==> src/inc/sldc_params.svh <==
// Constants of the serial LCD driver control block
`ifndef SLDC_PARAMS_SVH
`define SLDC_PARAMS_SVH
`define SLDC_REF_HZ 100000000
`define SLDC_RC_HZ 256000
`define SLDC_RAM_WORDS 32
`define SLDC_RAM_BITS 4
`define SLDC_ID_BITS 3
`define SLDC_ADDR_BITS 6
`define SLDC_CMD_BITS 9
`define SLDC_ID_READ 3'h6
`define SLDC_ID_WRITE 3'h5
`define SLDC_ID_CMD 3'h4
`define SLDC_PRESCALE_BITS 3
`define SLDC_DIV_BITS 7
`define SLDC_TB_BITS 8
`define SLDC_WDT_BITS 2
`define SLDC_RATE_RESET 3'h7
`define SLDC_COM_RESET 2'h2
`define SLDC_LCD_TAP 6
`define SLDC_TONE4_TAP 2
`define SLDC_TONE2_TAP 3
`define SLDC_CMD_OSC_POWER_DOWN_CMD 9'h000
`define SLDC_CMD_OSC_START_CMD 9'h002
`define SLDC_CMD_BIAS_GEN_OFF_CMD 9'h004
`define SLDC_CMD_BIAS_GEN_ON_CMD 9'h006
`define SLDC_CMD_TB_DIS 9'h008
`define SLDC_CMD_WATCHDOG_DISABLE_CMD 9'h00A
`define SLDC_CMD_TB_EN 9'h00C
`define SLDC_CMD_WATCHDOG_ENABLE_CMD 9'h00E
`define SLDC_CMD_TONE_OFF 9'h010
`define SLDC_CMD_TONE_ON 9'h012
`endif

==> src/inc/sldc_pkg.sv <==
// Types of the serial LCD driver control block
`default_nettype none
package sldc_pkg;
    typedef enum logic [3:0] {
        ST_ID = 4'h1,
        ST_CMD = 4'h2,
        ST_ADDR = 4'h4,
        ST_DATA = 4'h8
    } sldc_state_type;
    typedef enum logic [1:0] {
        SRC_XTAL = 2'h1,
        SRC_RC = 2'h2,
        SRC_EXT = 2'h3
    } sldc_src_type;
endpackage : sldc_pkg
`default_nettype wire

==> src/rtl/sldc_top.sv <==
// Serial LCD driver control: link decoder, display RAM, clocks, time base
`include "sldc_params.svh"
`default_nettype none
module sldc_top #(
    parameter int RAM_WORDS = `SLDC_RAM_WORDS
) (
    input wire logic REF_CLK,
    input wire logic SYS_RST,
    input wire logic SEL_N,
    input wire logic WR_N,
    input wire logic RD_N,
    input wire logic DATA_I,
    output logic DATA_O,
    output logic DATA_OE,
    input wire logic OSCILLATOR_INPUT,
    output logic FLAG_N_O,
    output logic FLAG_OE,
    output logic BUZZER_DRIVE_P,
    output logic BUZZER_DRIVE_N,
    output logic [`SLDC_RAM_WORDS-1:0] FRONTPLANE_LINE,
    output logic [`SLDC_RAM_BITS-1:0] BACKPLANE_LINE,
    output logic LCD_CLK,
    output logic BIAS_ON,
    output logic BIAS_THIRD,
    output logic [1:0] BACKPLANE_COUNT,
    output logic OSC_RUNNING
);
    localparam int RC_DIV = `SLDC_REF_HZ / `SLDC_RC_HZ;
    localparam int RCW = $clog2(RC_DIV);

    // Pin synchronisers: change counts when stages two and three agree
    logic [4:0] s1_q, s2_q, s3_q, pin_q, pin_old_q;
    always_ff @(posedge REF_CLK)
    begin
        if (SYS_RST)
        begin
            s1_q <= 5'h1F;
            s2_q <= 5'h1F;
            s3_q <= 5'h1F;
            pin_q <= 5'h1F;
            pin_old_q <= 5'h1F;
        end
        else
        begin
            s1_q <= {OSCILLATOR_INPUT, DATA_I, RD_N, WR_N, SEL_N};
            s2_q <= s1_q;
            s3_q <= s2_q;
            for (int i = 0; i < 5; i++)
            begin
                if (s2_q[i] == s3_q[i])
                    pin_q[i] <= s3_q[i];
            end
            pin_old_q <= pin_q;
        end
    end
    logic sel_hi, wr_rise, rd_fall, din, osc_rise;
    assign sel_hi = pin_q[0];
    assign wr_rise = pin_q[1] & ~pin_old_q[1];
    assign rd_fall = ~pin_q[2] & pin_old_q[2];
    assign din = pin_q[3];
    assign osc_rise = pin_q[4] & ~pin_old_q[4];

    // Serial frame decoder
    sldc_pkg::sldc_state_type st_q;
    logic [2:0] id_q;
    logic [3:0] cnt_q;
    logic [`SLDC_CMD_BITS-1:0] sh_q;
    logic [`SLDC_ADDR_BITS-1:0] addr_q;
    logic [1:0] rd_idx_q;
    logic [`SLDC_CMD_BITS-1:0] cmd_q;
    logic cmd_v_q, wr_mem_q;
    logic [3:0] wr_nib_q;
    logic [3:0] mem_q [RAM_WORDS];
    logic [3:0] cur_nib;
    assign cur_nib = mem_q[addr_q[4:0]];

    always_ff @(posedge REF_CLK)
    begin
        if (SYS_RST)
        begin
            st_q <= sldc_pkg::ST_ID;
            id_q <= 3'h0;
            cnt_q <= 4'h0;
            sh_q <= '0;
            addr_q <= '0;
            rd_idx_q <= 2'h0;
            cmd_q <= '0;
            cmd_v_q <= 1'b0;
            wr_mem_q <= 1'b0;
            wr_nib_q <= 4'h0;
        end
        else
        begin
            cmd_v_q <= 1'b0;
            wr_mem_q <= 1'b0;
            if (sel_hi)
            begin
                st_q <= sldc_pkg::ST_ID;
                cnt_q <= 4'h0;
                rd_idx_q <= 2'h0;
            end
            else
            begin
                if (rd_fall && st_q == sldc_pkg::ST_DATA)
                begin
                    rd_idx_q <= rd_idx_q + 2'h1;
                    if (id_q == `SLDC_ID_READ && rd_idx_q == 2'h3)
                        addr_q <= addr_q + 6'h01;
                end
                if (wr_rise)
                begin
                    cnt_q <= cnt_q + 4'h1;
                    sh_q <= {sh_q[`SLDC_CMD_BITS-2:0], din};
                    case (st_q)
                        sldc_pkg::ST_ID:
                        begin
                            if (cnt_q == 4'h2)
                            begin
                                id_q <= {sh_q[1:0], din};
                                cnt_q <= 4'h0;
                                if ({sh_q[1:0], din} == `SLDC_ID_CMD)
                                    st_q <= sldc_pkg::ST_CMD;
                                else
                                    st_q <= sldc_pkg::ST_ADDR;
                            end
                        end
                        sldc_pkg::ST_CMD:
                        begin
                            if (cnt_q == 4'h8)
                            begin
                                cmd_q <= {sh_q[7:0], din};
                                cmd_v_q <= 1'b1;
                                cnt_q <= 4'h0;
                            end
                        end
                        sldc_pkg::ST_ADDR:
                        begin
                            if (cnt_q == 4'h5)
                            begin
                                addr_q <= {sh_q[4:0], din};
                                cnt_q <= 4'h0;
                                rd_idx_q <= 2'h0;
                                st_q <= sldc_pkg::ST_DATA;
                            end
                        end
                        sldc_pkg::ST_DATA:
                        begin
                            wr_nib_q <= {din, wr_nib_q[3:1]};
                            if (cnt_q == 4'h3)
                            begin
                                cnt_q <= 4'h0;
                                rd_idx_q <= 2'h0;
                                wr_mem_q <= (id_q == `SLDC_ID_WRITE);
                            end
                        end
                        default:
                            st_q <= sldc_pkg::ST_ID;
                    endcase
                end
                if (wr_mem_q)
                    addr_q <= addr_q + 6'h01;
            end
        end
    end

    // display RAM; address high bit ignored
    always_ff @(posedge REF_CLK)
    begin
        if (wr_mem_q)
            mem_q[addr_q[4:0]] <= wr_nib_q;
    end

    // read bit driven from read strobe fall
    logic data_o_q, data_oe_q;
    always_ff @(posedge REF_CLK)
    begin
        if (SYS_RST || sel_hi)
        begin
            data_o_q <= 1'b0;
            data_oe_q <= 1'b0;
        end
        else if (rd_fall && st_q == sldc_pkg::ST_DATA)
        begin
            data_o_q <= cur_nib[rd_idx_q];
            data_oe_q <= 1'b1;
        end
    end
    assign DATA_O = data_o_q;
    assign DATA_OE = data_oe_q;

    // Configuration commands
    logic osc_on_q, bias_on_q, bias_third_q, tone_on_q, tone_low_q;
    logic [1:0] com_q;
    logic [2:0] rate_q;
    sldc_pkg::sldc_src_type src_q;
    logic sys_run;
    // Trailing don't-care bit masked so either value decodes
    logic [`SLDC_CMD_BITS-1:0] cmd_k;
    assign cmd_k = {cmd_q[`SLDC_CMD_BITS-1:1], 1'b0};
    assign sys_run = osc_on_q | (src_q == sldc_pkg::SRC_EXT);
    always_ff @(posedge REF_CLK)
    begin
        // oscillator and bias off at reset
        if (SYS_RST)
        begin
            osc_on_q <= 1'b0;
            bias_on_q <= 1'b0;
            bias_third_q <= 1'b1;
            com_q <= `SLDC_COM_RESET;
            tone_on_q <= 1'b0;
            tone_low_q <= 1'b0;
            rate_q <= `SLDC_RATE_RESET;
            src_q <= sldc_pkg::SRC_RC;
        end
        else if (cmd_v_q)
        begin
            if (cmd_k == `SLDC_CMD_OSC_POWER_DOWN_CMD && src_q != sldc_pkg::SRC_EXT)
            begin
                osc_on_q <= 1'b0;
                bias_on_q <= 1'b0;
            end
            if (cmd_k == `SLDC_CMD_OSC_START_CMD)
                osc_on_q <= 1'b1;
            if (cmd_k == `SLDC_CMD_BIAS_GEN_OFF_CMD)
                bias_on_q <= 1'b0;
            if (cmd_k == `SLDC_CMD_BIAS_GEN_ON_CMD)
                bias_on_q <= 1'b1;
            if (cmd_k == `SLDC_CMD_TONE_OFF)
                tone_on_q <= 1'b0;
            if (cmd_k == `SLDC_CMD_TONE_ON)
                tone_on_q <= 1'b1;
            if (cmd_q[8:7] == 2'h1)
                tone_low_q <= cmd_q[6];
            if (cmd_q[8:5] == 4'h1 && cmd_q[4:3] != 2'h0)
                src_q <= sldc_pkg::sldc_src_type'(cmd_q[4:3]);
            if (cmd_q[8:5] == 4'h2 && cmd_q[4:3] != 2'h3)
            begin
                com_q <= cmd_q[4:3];
                bias_third_q <= cmd_q[1];
            end
            if (cmd_q[8:6] == 3'h5)
                rate_q <= cmd_q[3:1];
        end
    end

    // tick sources; 3-stage prescale of 256kHz
    logic [RCW-1:0] rc_q;
    logic [`SLDC_PRESCALE_BITS-1:0] pre_q;
    logic tick256, tick32;
    assign tick256 = sys_run & ((src_q == sldc_pkg::SRC_RC) ? (rc_q == RCW'(RC_DIV - 1)) : osc_rise);
    assign tick32 = (src_q == sldc_pkg::SRC_XTAL) ? (sys_run & osc_rise) : (tick256 && pre_q == 3'h7);
    always_ff @(posedge REF_CLK)
    begin
        if (SYS_RST || !sys_run)
        begin
            rc_q <= '0;
            pre_q <= 3'h0;
        end
        else
        begin
            rc_q <= (rc_q == RCW'(RC_DIV - 1)) ? '0 : rc_q + 1'b1;
            if (tick256)
                pre_q <= pre_q + 3'h1;
        end
    end

    // Common 32kHz divider feeds LCD, tone and timer taps
    logic [`SLDC_DIV_BITS-1:0] div_q, div_nx;
    assign div_nx = div_q + 1'b1;
    always_ff @(posedge REF_CLK)
    begin
        if (SYS_RST)
            div_q <= '0;
        else if (tick32)
            div_q <= div_nx;
    end

    // timer clock 32k/2^n, n = 7 - rate
    logic tmr_tick, clr_tb, watchdog_clear_cmd;
    logic [2:0] n_sel;
    assign n_sel = 3'h7 - rate_q;
    assign tmr_tick = tick32 && (n_sel == 3'h0 || (div_q[n_sel - 3'h1] && !div_nx[n_sel - 3'h1]));
    assign clr_tb = cmd_v_q && cmd_q[8:3] == 6'h03;
    assign watchdog_clear_cmd = cmd_v_q && cmd_q[8:2] == 7'h07;

    // time base and watchdog stages; run control
    logic [`SLDC_TB_BITS-1:0] tb_q;
    logic [`SLDC_WDT_BITS-1:0] wdt_q;
    logic run_q, to_flag_q, sel_wdt_q, sel_tb_q, flag_en_q;
    always_ff @(posedge REF_CLK)
    begin
        if (SYS_RST)
        begin
            tb_q <= '0;
            wdt_q <= '0;
            to_flag_q <= 1'b0;
        end
        else
        begin
            // flag held until clear or pin disable
            // Clear first, so a time-out in the same cycle wins
            if (watchdog_clear_cmd || (cmd_v_q && cmd_q[8:6] == 3'h4 && !cmd_q[4]))
                to_flag_q <= 1'b0;
            if (run_q && sys_run && tmr_tick)
            begin
                tb_q <= tb_q + 1'b1;
                if (tb_q == '1)
                begin
                    wdt_q <= wdt_q + 1'b1;
                    if (wdt_q == '1)
                        to_flag_q <= 1'b1;
                end
            end
            if (clr_tb || watchdog_clear_cmd)
                tb_q <= '0;
            if (watchdog_clear_cmd)
                wdt_q <= '0;
        end
    end

    always_ff @(posedge REF_CLK)
    begin
        if (SYS_RST)
        begin
            run_q <= 1'b0;
            sel_wdt_q <= 1'b0;
            sel_tb_q <= 1'b0;
            flag_en_q <= 1'b0;
        end
        else if (cmd_v_q)
        begin
            if (cmd_k == `SLDC_CMD_WATCHDOG_DISABLE_CMD)
            begin
                run_q <= 1'b0;
                sel_wdt_q <= 1'b0;
            end
            if (cmd_k == `SLDC_CMD_WATCHDOG_ENABLE_CMD)
            begin
                run_q <= 1'b1;
                sel_wdt_q <= 1'b1;
                sel_tb_q <= 1'b0;
            end
            if (cmd_k == `SLDC_CMD_TB_EN)
            begin
                run_q <= 1'b1;
                sel_tb_q <= 1'b1;
                sel_wdt_q <= 1'b0;
            end
            if (cmd_k == `SLDC_CMD_TB_DIS)
                sel_tb_q <= 1'b0;
            if (cmd_q[8:6] == 3'h4)
                flag_en_q <= cmd_q[4];
        end
    end

    // open-drain flag pin, floats when disabled
    logic flag_oe_q;
    always_ff @(posedge REF_CLK)
    begin
        if (SYS_RST)
            flag_oe_q <= 1'b0;
        else
            flag_oe_q <= flag_en_q & ((sel_wdt_q & to_flag_q) | (sel_tb_q & sys_run & ~tb_q[`SLDC_TB_BITS-1]));
    end
    assign FLAG_OE = flag_oe_q;
    assign FLAG_N_O = 1'b0;

    // buzzer low when oscillator or tone off
    logic bz_q;
    always_ff @(posedge REF_CLK)
    begin
        if (SYS_RST)
            bz_q <= 1'b0;
        else
            bz_q <= tone_on_q & sys_run & div_q[tone_low_q ? `SLDC_TONE2_TAP : `SLDC_TONE4_TAP];
    end
    // differential pair, both low when silent
    logic bzn_q;
    always_ff @(posedge REF_CLK)
    begin
        if (SYS_RST)
            bzn_q <= 1'b0;
        else
            bzn_q <= tone_on_q & sys_run & ~div_q[tone_low_q ? `SLDC_TONE2_TAP : `SLDC_TONE4_TAP];
    end
    assign BUZZER_DRIVE_P = bz_q;
    assign BUZZER_DRIVE_N = bzn_q;

    // 256Hz drive clock steps the backplane scan
    logic lcd_q, bias_gen_on_cmd;
    logic [1:0] com_idx_q;
    logic [3:0] bp_q;
    logic [`SLDC_RAM_WORDS-1:0] fp_q;
    assign bias_gen_on_cmd = bias_on_q & sys_run;
    always_ff @(posedge REF_CLK)
    begin
        if (SYS_RST)
        begin
            lcd_q <= 1'b0;
            com_idx_q <= 2'h0;
            bp_q <= 4'h0;
        end
        else
        begin
            lcd_q <= sys_run & div_q[`SLDC_LCD_TAP];
            if (sys_run && div_q[`SLDC_LCD_TAP] && !lcd_q)
                com_idx_q <= (com_idx_q >= com_q + 2'h1) ? 2'h0 : com_idx_q + 2'h1;
            bp_q <= bias_gen_on_cmd ? (4'h1 << com_idx_q) : 4'h0;
        end
    end
    // segment n shows word n at current backplane
    for (genvar g = 0; g < `SLDC_RAM_WORDS; g++)
    begin : g_seg
        always_ff @(posedge REF_CLK)
        begin
            if (SYS_RST)
                fp_q[g] <= 1'b0;
            else
                fp_q[g] <= bias_gen_on_cmd & mem_q[g][com_idx_q];
        end
    end
    assign FRONTPLANE_LINE = fp_q;
    assign BACKPLANE_LINE = bp_q;
    assign LCD_CLK = lcd_q;

    // Status outputs
    logic bias_q, third_q, run_o_q;
    logic [1:0] cnt_o_q;
    always_ff @(posedge REF_CLK)
    begin
        if (SYS_RST)
        begin
            bias_q <= 1'b0;
            third_q <= 1'b0;
            cnt_o_q <= 2'h0;
            run_o_q <= 1'b0;
        end
        else
        begin
            bias_q <= bias_gen_on_cmd;
            third_q <= bias_third_q;
            cnt_o_q <= com_q;
            run_o_q <= sys_run;
        end
    end
    assign BIAS_ON = bias_q;
    assign BIAS_THIRD = third_q;
    assign BACKPLANE_COUNT = cnt_o_q;
    assign OSC_RUNNING = run_o_q;
endmodule : sldc_top
`default_nettype wire

==> config.mk <==
export PLATFORM = sky130hd
export DESIGN_NAME = sldc_top
export DESIGN_NICKNAME = d
export VERILOG_FILES = /design/src/inc/sldc_pkg.sv /design/src/rtl/sldc_top.sv
export VERILOG_INCLUDE_DIRS = /design/src /design/src/inc
export SDC_FILE = /design/constraint.sdc
export NUM_CORES = 1
export LEC_CHECK = 0
export CAP_MARGIN = 10
export CORE_MARGIN = 2
export CORE_UTILIZATION = 50
export DETAILED_ROUTE_END_ITERATION = 7
export DONT_BUFFER_PORTS = 1
export GPL_TIMING_DRIVEN = 0
export SKIP_CTS_REPAIR_TIMING = 1
export SLEW_MARGIN = 10
export SYNTH_ARGS = -nofsm -noshare
export SYNTH_HDL_FRONTEND = slang
export SYNTH_SLANG_ARGS = --single-unit
==> constraint.sdc <==
create_clock -name REF_CLK -period 5.7 [get_ports REF_CLK]
set_clock_uncertainty 0.2 [all_clocks]
set_input_delay 0.285 -clock REF_CLK [delete_from_list [all_inputs] [get_ports REF_CLK]]
set_output_delay 0.285 -clock REF_CLK [all_outputs]
set_load 0.1 [all_outputs]
==> summary.md <==
| Metric | Value |
|---|---|
| Dominant cells by area after synthesis | `edfxtp_1 (31%), dfxtp_1 (26%), mux4_2 (12%)` |
| Endpoints failing setup | `0` |
| Sequential share of the synthesized area | `0.574` |
| Power Density | `slightly above 300 nW/µm²` |
| CP max stage cell | `buf_1` |
| Placed Instances | `between 1000 and 1500` |
| Vias in the first global route | `7881` |
| Clk_lat worst skew | `approximately 0.55 ns` |
| Syn nets | `between 1000 and 1500` |
| DR WL/cell | `20.8 µm` |
| Pins Over Slew Limit | `0` |
| CTS tree | `built` |
| DR vias/cell | `roughly 5.8` |
| Crit path DAT | `around 3.2 ns` |
| Required @ worst endpoint | `just under 6 ns` |
| Min Tclk post-route | `between 3 and 4 ns` |
| Most frequent CP cell | `nor3_1` |
| Initial antenna violation count | `0` |
| Area Overhead vs Synth | `12.3%` |
| Critical Path Max Stage Delay | `0.53 ns` |
| Cell count after synthesis | `996` |
| Cell Count, Final, Fillers Out | `roughly 1400` |
| Die ar. | `between 20000 and 30000 µm²` |
| Startpoint Class | `flop` |
| Global route overflow | `0` |
| Largest net degree at the start of global routing | `35` |
| Reg clk slew, reported paths | `about 0.060 ns` |
| Synth unique cells | `67` |
| Synth top cells by count | `dfxtp_1 (163), edfxtp_1 (128), nor2_1 (110)` |
| CTS Root Cell | `clkbuf_16` |
| HPWL after DPL | `19200 µm` |
| CTS Buffer Depth | `3` |
| Crit end category | `flop` |
| Global-route wire length before repair | `44900 µm` |
| Syn. warnings | `0` |
| Row count | `57` |
| RSZ-0062 raised after global routing | `no` |
| Cell with the most instances after synthesis | `dfxtp_1` |
| Num CTS Buffers | `30` |
| CTS sink cnt | `291` |
| Post-layout utilization of the core | `0.572` |
| Mapped cell area | `around 12000 µm²` |
| Die width | `around 160 µm` |
| Met1 Use GR | `0.334` |
| Ys flop type | `dfxtp_1` |
| Gr busiest metal | `met2` |
| Worst path cell trace | `clkbuf_1, buf_1, nor2_1, a22o_1, a221oi_1, nor3_1, nor4_1, nor3_1` |
| Diodes inserted | `0` |
| IO Pins | `between 50 and 60` |
| Tot GR Track Use | `0.222` |
| DRC | `0` |
| Final ANT Viol Nets | `0` |
| DRT iter0 DRCs | `approximately 700` |
| Slew @ Worst Pin | `1.15 ns` |
| Placed standard-cell area | `12800 µm²` |
| Register bit total from synthesis | `around 290` |
| Status | `complete, no violations` |
| Mean Syn Cell Area | `~12 µm²` |
| Static Leak | `slightly below 5 nW` |
| Fin. Hold Viols | `0` |
| EDFF count, synth | `between 100 and 150` |
| Vias | `roughly 8000` |
| RD Place Congestion | `0.906` |
| GRT met2 Usage | `0.344` |
| Design Power | `4.26 mW` |
| Met3 Track Usage GR | `0.0349` |
| WS Path Type | `reg -> reg` |
| Ys async rst share | `0` |
| H-tree Lvls | `1` |
| Worst vdd ir | `roughly 0.00023 V` |
| Crit-path max FO | `10` |
| Final instance area | `13900 µm²` |
| Port Buffers | `0` |
| Max cap viols | `0` |
| Area fraction of the dominant cell type after synthesis | `0.310` |
| Initial Util | `0.509` |
| Rel. slew slack | `0.231` |
| Share of cells above drive strength 1 | `0.161` |
| Post-synth top area cell | `edfxtp_1` |
| Core box area | `24300 µm²` |
| Final setup TNS | `0 ns` |
| Fmax | `about 330 MHz` |
| Die H | `roughly 160 µm` |
| Hold Crit Class | `in -> reg` |
| # fillers | `2016` |
| First-pass detailed-route iteration total | `5` |
| Drt total wl | `28700 µm` |
| Nets@finish | `1061` |
| Fin crit share | `0.528` |
## layout by cell type, fill, tap and decap left out, types with 7 or more instances in the layout
| cell | instances |
|---|---|
| dfxtp_1 | 159 |
| nand2_1 | 65 |
| nor2b_1 | 14 |
| nor3_1 | 18 |
| xnor2_1 | 8 |
| clkbuf_8 | 7 |
| clkbuf_16 | 31 |
| mux4_2 | 65 |
| a21oi_1 | 39 |
| buf_2 | 15 |
| and3_1 | 40 |
| nand3_1 | 26 |
| and2_1 | 9 |
| xor2_1 | 16 |
| o21ai_0 | 16 |
| inv_1 | 18 |
| mux2i_1 | 30 |
| nor2_1 | 110 |
| clkbuf_1 | 47 |
| nand4_1 | 15 |
| edfxtp_1 | 128 |
| ha_1 | 20 |
| or2_2 | 19 |
## path summary, 6_finish.rpt
path | start | end | slack (ns) | cells after the start
hold reg to reg | s1_q[0] | s2_q[0] | 0.21 | 1
setup / recovery | flop | DATA_O | 2.69 | 8
hold / removal | SEL_N | s1_q[0] | 0.17 | 2
setup reg to reg | flop | DATA_O | 2.69 | 8
## critical path: cells and delay by family, from the launching register on
family                 cells  cell delay [ns]
buffers and inverters      2             0.97
AO/OA/AOI/OAI              2             0.62
AND/OR/NAND/NOR            4             0.79
flip-flops                 1             0.30
## area by class of cell
type                            instances  area (µm²)  area share
Tap cell                              324         405      0.0291
Buffer                                 60         255      0.0183
Timing Repair Buffer                    6        60.1     0.00432
Inverter                               18        67.6     0.00486
Sequential cell                       291        7110       0.511
Clock buffer                           44         895      0.0643
Clock inverter                         12         163      0.0117
Multi-Input combinational cell        627        4960       0.356
## flip-flops by register name, summed over array words and instances, names as in the netlist, 5 cells and up, named ones only
name / count
div_q: 7
addr_q: 5
pin_q: 5
rc_q: 9
tb_q: 8
cmd_q: 8
mem_q: 128
sh_q: 8
s1_q: 5
s3_q: 5
s2_q: 5
FRONTPLANE_LINE: 32
## routing by layer
metal  part of all wire  vias to the layer above  wire length (µm)
li1                   -                     3776                 -
met1               0.46                     3942             13300
met2               0.45                      274             12900
met3              0.072                       37              2080
met4              0.016                        0               456
met5                  0                        -                 0
## report_power, final
| part | switching [mW] | internal (mW) | total (mW) |
|---|---|---|---|
| clock | 0.793 | 1.26 | 2.06 |
| sequential | 0.00771 | 2.16 | 2.17 |
| combinational | 0.0211 | 0.00978 | 0.0309 |
## stage by stage
stage / setup WS, ns / hold slack (ns)
after floorplan: 3.19 / 0.189
after global placement: 2.77 / 0.190
after detailed placement: 2.76 / 0.191
after CTS: 2.74 / -0.375
after global routing: 2.56 / 0.169
final: 2.69 / 0.173
## cells by family (layout without fill, tap and decap cells)
logic type,count (synthesis),in the layout,synth area share
buffers and inverters,78,140,0.0261
AOI/OAI and AO/OA,115,115,0.0617
other,1,1,0.000303
xor gates and xnor gates,24,24,0.0170
DFF,291,291,0.574
muxes,99,99,0.146
adders and majority gates,20,20,0.0202
and+or+nand+nor,368,368,0.155
Note: power is estimated with default switching activity, not from simulation.
